$ cat config.mk
export PLATFORM = sky130hd
export DESIGN_NAME = port_controller_flat
export DESIGN_NICKNAME = d
export VERILOG_FILES = /design/src/logic/expander_pkg.sv /design/src/logic/expander_link_if.sv /design/src/logic/port_controller.sv /design/src/flat_wrapper.sv
export VERILOG_INCLUDE_DIRS = /design/src /design/src/logic
export SDC_FILE = /design/constraint.sdc
export NUM_CORES = 1
export LEC_CHECK = 0
export ABC_AREA = 1
export BUFFER_PORTS_ARGS = -buffer_cell sky130_fd_sc_hd__clkbuf_2
export CAP_MARGIN = 20
export CORE_MARGIN = 2
export CORE_UTILIZATION = 40
export DETAILED_ROUTE_END_ITERATION = 16
export PLACE_DENSITY_LB_ADDON = 0.2
export SLEW_MARGIN = 20
export SYNTH_ARGS = -nofsm -noshare
export SYNTH_HDL_FRONTEND = slang
export SYNTH_SLANG_ARGS = --single-unit
export TNS_END_PERCENT = 10
$ cat constraint.sdc
create_clock -name mclk -period 1.7 [get_ports mclk]
set_clock_uncertainty 0.05 [all_clocks]
set_input_delay 0.17 -clock mclk [delete_from_list [all_inputs] [get_ports mclk]]
set_output_delay 0.17 -clock mclk [all_outputs]
set_load 0.1 [all_outputs]
$ cat src/logic/expander_cfg.svh
`ifndef EXPANDER_CFG_SVH
`define EXPANDER_CFG_SVH

// frame layout
`define ADDR_BITS 8
`define PORT_BITS 16
`define FRAME_BITS 24
`define BIT_CNT_W 5
// address 15 is kept for the broadcast trigger
`define ADDR_MAX_VALID 8'h0E
`define ADDR_DEFAULT 4'h0
// controller divides mclk by twice this half period to make the shift clock
`define HALF_PERIOD 4'h4
`define HALF_CNT_W 4

`endif

$ cat src/logic/expander_pkg.sv
`default_nettype none
package expander_pkg;
	typedef logic [15:0] port_word_t;
	typedef logic [3:0] switch_addr_t;
	typedef enum logic [1:0] {
		RX_ADDR = 2'b00,
		RX_DATA = 2'b01,
		RX_SKIP = 2'b10,
		RX_DONE = 2'b11
	} rx_state_t;
	typedef enum logic [2:0] {
		TX_IDLE = 3'b000,
		TX_START = 3'b001,
		TX_LOW = 3'b010,
		TX_HIGH = 3'b011,
		TX_LATCH = 3'b100,
		TX_REARM = 3'b101,
		TX_CLOSE = 3'b110
	} tx_state_t;
endpackage
`default_nettype wire

$ cat src/logic/expander_link_if.sv
`timescale 1ns/1ps
`default_nettype none
interface expander_link_if;
	logic serialDataLine;
	logic shiftClockLine;
	logic selectLine;
	modport controller (
		output serialDataLine,
		output shiftClockLine,
		output selectLine
	);
	modport expander (
		input serialDataLine,
		input shiftClockLine,
		input selectLine
	);
endinterface
`default_nettype wire

$ cat src/logic/port_controller.sv
`include "expander_cfg.svh"
`timescale 1ns/1ps
`default_nettype none
module port_controller (
	// system
	input wire logic mclk,
	input wire logic rst,
	// request: write portWord to module startAddr
	input wire logic reqValid,
	output logic reqReady,
	input wire logic [7:0] startAddr,
	input wire expander_pkg::port_word_t portWord,
	output logic busy,
	// link
	expander_link_if.controller link
);
	import expander_pkg::*;

	typedef struct packed {
		tx_state_t state;
		logic [`HALF_CNT_W-1:0] half;
		logic [`BIT_CNT_W-1:0] bitNo;
		logic [`FRAME_BITS-1:0] frame;
		logic sclk;
		logic sel;
		logic sdat;
	} tx_t;

	tx_t tx_ff, nxt_tx;
	logic halfDone;

	assign halfDone = (tx_ff.half == `HALF_PERIOD - 4'h1);
	// addresses above 14 are refused; 15 is the broadcast trigger
	assign reqReady = (tx_ff.state == TX_IDLE) && (startAddr <= `ADDR_MAX_VALID);
	assign busy = (tx_ff.state != TX_IDLE);

	// =========================================
	// frame sequencer; shift clock is mclk divided by twice HALF_PERIOD
	always_comb begin
		nxt_tx = tx_ff;
		nxt_tx.half = halfDone ? '0 : tx_ff.half + 4'h1;
		unique case (tx_ff.state)
			TX_IDLE: begin
				nxt_tx.half = '0;
				if (reqValid && reqReady) begin
					// consecutive modules are done by issuing further requests
					nxt_tx.frame = {portWord, startAddr};
					// clock rises first with select low: the receiver restarts on it
					// and no clock edge races the select edge
					nxt_tx.sclk = 1'b1;
					nxt_tx.bitNo = '0;
					nxt_tx.state = TX_START;
				end
			end
			TX_START: if (halfDone) begin
				if (!tx_ff.sel) begin
					nxt_tx.sel = 1'b1;
				end else begin
					nxt_tx.sclk = 1'b0;
					nxt_tx.sdat = tx_ff.frame[0];
					nxt_tx.state = TX_LOW;
				end
			end
			TX_LOW: if (halfDone) begin
				nxt_tx.sclk = 1'b1;
				nxt_tx.state = TX_HIGH;
			end
			TX_HIGH: if (halfDone) begin
				nxt_tx.frame = {1'b0, tx_ff.frame[`FRAME_BITS-1:1]};
				nxt_tx.bitNo = tx_ff.bitNo + 5'h01;
				if (tx_ff.bitNo == 5'(`FRAME_BITS - 1)) begin
					nxt_tx.sel = 1'b0;
					nxt_tx.state = TX_LATCH;
				end else begin
					// data changes on the falling edge, LSB first
					nxt_tx.sclk = 1'b0;
					nxt_tx.sdat = tx_ff.frame[1];
					nxt_tx.state = TX_LOW;
				end
			end
			TX_LATCH: if (halfDone) begin
				nxt_tx.sel = 1'b1;
				nxt_tx.state = TX_REARM;
			end
			TX_REARM: if (halfDone) begin
				nxt_tx.sel = 1'b0;
				nxt_tx.sclk = 1'b0;
				nxt_tx.sdat = 1'b0;
				nxt_tx.state = TX_CLOSE;
			end
			TX_CLOSE: if (halfDone) begin
				nxt_tx.state = TX_IDLE;
			end
			default: nxt_tx.state = TX_IDLE;
		endcase
	end

	always_ff @(posedge mclk) begin
		if (rst) begin
			tx_ff <= '{state: TX_IDLE, half: '0, bitNo: '0, frame: '0,
				sclk: 1'b0, sel: 1'b0, sdat: 1'b0};
		end else begin
			tx_ff <= nxt_tx;
		end
	end

	assign link.shiftClockLine = tx_ff.sclk;
	assign link.selectLine = tx_ff.sel;
	assign link.serialDataLine = tx_ff.sdat;

endmodule
`default_nettype wire

$ cat src/flat_wrapper.sv
// flat-port wrapper written by rule: the top's interface ports become plain ports
module port_controller_flat import expander_pkg::*;
  (mclk, rst, reqValid, reqReady, startAddr, portWord, busy, link_serialDataLine, link_shiftClockLine, link_selectLine);
  expander_link_if link_i ();
  input wire logic mclk;
  input wire logic rst;
  input wire logic reqValid;
  output logic reqReady;
  input wire logic [7:0] startAddr;
  input wire expander_pkg::port_word_t portWord;
  output logic busy;
  output wire logic [$bits(link_i.serialDataLine)-1:0] link_serialDataLine;
  output wire logic [$bits(link_i.shiftClockLine)-1:0] link_shiftClockLine;
  output wire logic [$bits(link_i.selectLine)-1:0] link_selectLine;
  assign link_serialDataLine = link_i.serialDataLine;
  assign link_shiftClockLine = link_i.shiftClockLine;
  assign link_selectLine = link_i.selectLine;
  port_controller u_core (.mclk(mclk), .rst(rst), .reqValid(reqValid), .reqReady(reqReady), .startAddr(startAddr), .portWord(portWord), .busy(busy), .link(link_i));
endmodule
==> results.toml <==
[sta]
drv_slew = 0
slew-limit-headroom = 0.642
post-route-period-util = 0.978
report.final.hold_viol_count = 0
rsz0062_at_grt = "yes"
tightestPinTransition_ns = 0.540
min_period_ns = 1.66
fmax_mhz = 602
setup_viol = 0

[power]
p_leak_nw = 1.34
pwr-share-comb = 0.436
p_seq_frac = 0.338
p_clk_frac = 0.226
switchingPower_mw = 1.44
pwr_density_cell_nw_per_um2 = 1340
ir_worst_vdd_v = 0.000647
total_power_mw = 3.53
netSwitchingFraction = 0.408
p_int_mw = 2.09

[routing]
drc = 0
routedWlPerCell_um = 10.2
drtIter0Drc = 96
routed_via_density = 4.61
vias = 2115
first_pass_iters = 4
ant_nets = 0
routed_wl_um = 4700

[synth]
synth_top_area_cell = "dfxtp_1"
syn_nets = 382
ys_seq_elements = 39
synth_cells = 353
synth.avg_cell_area_um2 = 6.11
netlist_top_cells_area = "dfxtp_1, nand2_1, nor2_1, inv_1, o21ai_0"
synth.distinct_cells = 22
synth_area_um2 = 2160
seq_area_frac_synth = 0.362
synth_top_area_frac = 0.362
yosysWarnings = 0

[cts]
postCtsHoldBufs = 0
insertion_delay_ns = 0.30
cts_sinks = 39
ctsHtreeMaxLevel = 2
path_clk_slew_ns = 0.09
clk_path_buf_depth = 2
cts_buffers = 5
cts_root_buffer = "clkbuf_8"
cts_tree = "yes"

[die]
core_um2 = 5170
fp.dieH_um = 77.5
rows = 26
ioPinCount = 32
chipWidth_um = 77.5
dieArea_um2 = 6000
start_util = 0.417

[worst_setup_path]
crit_start = "u_core.tx_ff[36]$_SDFFE_PP0P_"
slowest_delay_ns = 0.36
cp_data_arrival_time_ns = 1.44
path_max_fanout = 6
cp_slowest_cell = "dfxtp_2"
startpoint_type = "register"
reg2reg_from = "u_core.tx_ff[36]$_SDFFE_PP0P_"
required_ns = 1.48
path_class = "register to output pin"
cp-end-kind = "output pin"
crit_chain = "nor2_4, nand2_8, nor4_4, buf_12"

[global_route]
grt_util_all_layers = 0.173
grt_pass1_vias = 1956
grt_max_degree = 27
antenna_found_initial = 0
grt_pass1_wl_um = 8380
grt-ovfl-total = 0

[layout]
fin_area_um2 = 2640
drive_above_1_share = 0.180
n_antenna_cell = 0
fill_cells = 547
area_growth_pct = 22.3
final_nets = 417

[placed_design]
io_buffers = 31
place_congestion = 0.846
dpl.hpwl_um = 3450
post_dp_cell_area_um2 = 2490

[job]
cap_violations = 0

[min_path]
hp-start = "portWord[15]"
hold_path.class = "input pin to register"

[status]
status = "complete, no violations"
worst paths after layout:
check                             endpoint  slack, ns  depth (start not counted)
min reg2reg    u_core.tx_ff[32]$_SDFF_PP0_       0.40                          1
max reg2reg  u_core.tx_ff[36]$_SDFFE_PP0P_       0.14                         10
max                               reqReady       0.04                          4
min          u_core.tx_ff[26]$_SDFFE_PP0P_        0.1                          3
metal layers:
layer / up-vias / global-route usage / share of wire
li1: 1153 / - / -
met4: 0 / 0.0875 / 0.018
met1: 908 / 0.207 / 0.47
met5: - / 0 / 0
met3: 8 / 0.0419 / 0.046
met2: 46 / 0.289 / 0.47
power by group through the flow:
stage	Sequential, mW	Clock [mW]	Combinational [mW]
floorplan	1.35	0	1.05
global placement	1.21	0	1.51
global route	1.22	0.855	1.75
detailed placement	1.22	0	1.52
finish	1.19	0.797	1.54
CTS	1.20	0.828	1.53
layout by cell type, fill, tap and decap left out, types with 2 or more instances in the layout:
cell type    n
inv_2        3
nor2_1      72
buf_4       10
a21oi_1     10
dfxtp_2      3
clkbuf_8     5
ha_1         2
buf_12       5
nand2_1    106
nor2_4       3
xor2_1       3
clkbuf_2    29
inv_1       40
dfxtp_1     36
nand3_1     12
nand4_1     12
o21ai_0     24
nand2_2      4
cell type report:
type,instances,area (um^2),area share
Multi-Input combinational cell,255,1170,0.443
Clock buffer,5,68.8,0.0261
Timing Repair Buffer,44,320,0.121
Clock inverter,3,47.5,0.0180
Inverter,43,161,0.0611
Tap cell,70,87.6,0.0332
Sequential cell,39,785,0.297
per-stage QoR:
stage / TNS, ns / instances / utilization / hold WS (ns) / setup WS [ns]
2_1_floorplan: -1.39 / 353 / - / 0.267 / -0.621
3_3_place_gp: 0 / 450 / 0.482 / 0.385 / 0.0464
3_5_place_dp: 0 / 450 / 0.482 / 0.390 / 0.0451
4_1_cts: 0 / 458 / 0.505 / 0.105 / 0.0101
5_1_grt: -0.0163 / 459 / 0.510 / 0.133 / -0.0163
6_report: 0 / 459 / 0.510 / 0.0988 / 0.0381
kinds of logic after synthesis:
kind of cell               Yosys count  synth area share
AOI/OAI and AO/OA                   35            0.0812
DFF                                 39             0.362
and+or+nand+nor                    215             0.416
buffers and inverters               59             0.118
adders and majority gates            2            0.0116
xor gates and xnor gates             3            0.0122
critical path: cells and delay by family, from the launching register on:
| kind | cells | cell delay, ns |
|---|---|---|
| buf+inv | 1 | 0.22 |
| simple gates | 3 | 0.56 |
| flops | 1 | 0.36 |
registers in the layout, indices dropped and copies added, names as in the netlist:
name / cells
u_core.link.shiftClockLine: 1
u_core.link.selectLine: 1
u_core.link.serialDataLine: 1
u_core.tx_ff: 36
synth_stat cells (all sizes together):
cell    number
nor4         1
clkbuf       7
dfxtp       39
nor3         1
a21oi       10
or2          1
inv         43
nand4       12
buf          9
xor2         3
nor2        75
ha           2
nand3       13
o21ai       25
nand2      112
timing repair:
action                                  4_1_cts  5_1_grt
endpoints found under the setup margin        1       36
buffers inserted                              0        1
pin swaps                                     2        0
resized for setup                             2        6
Power figures use the tool's default switching activity.
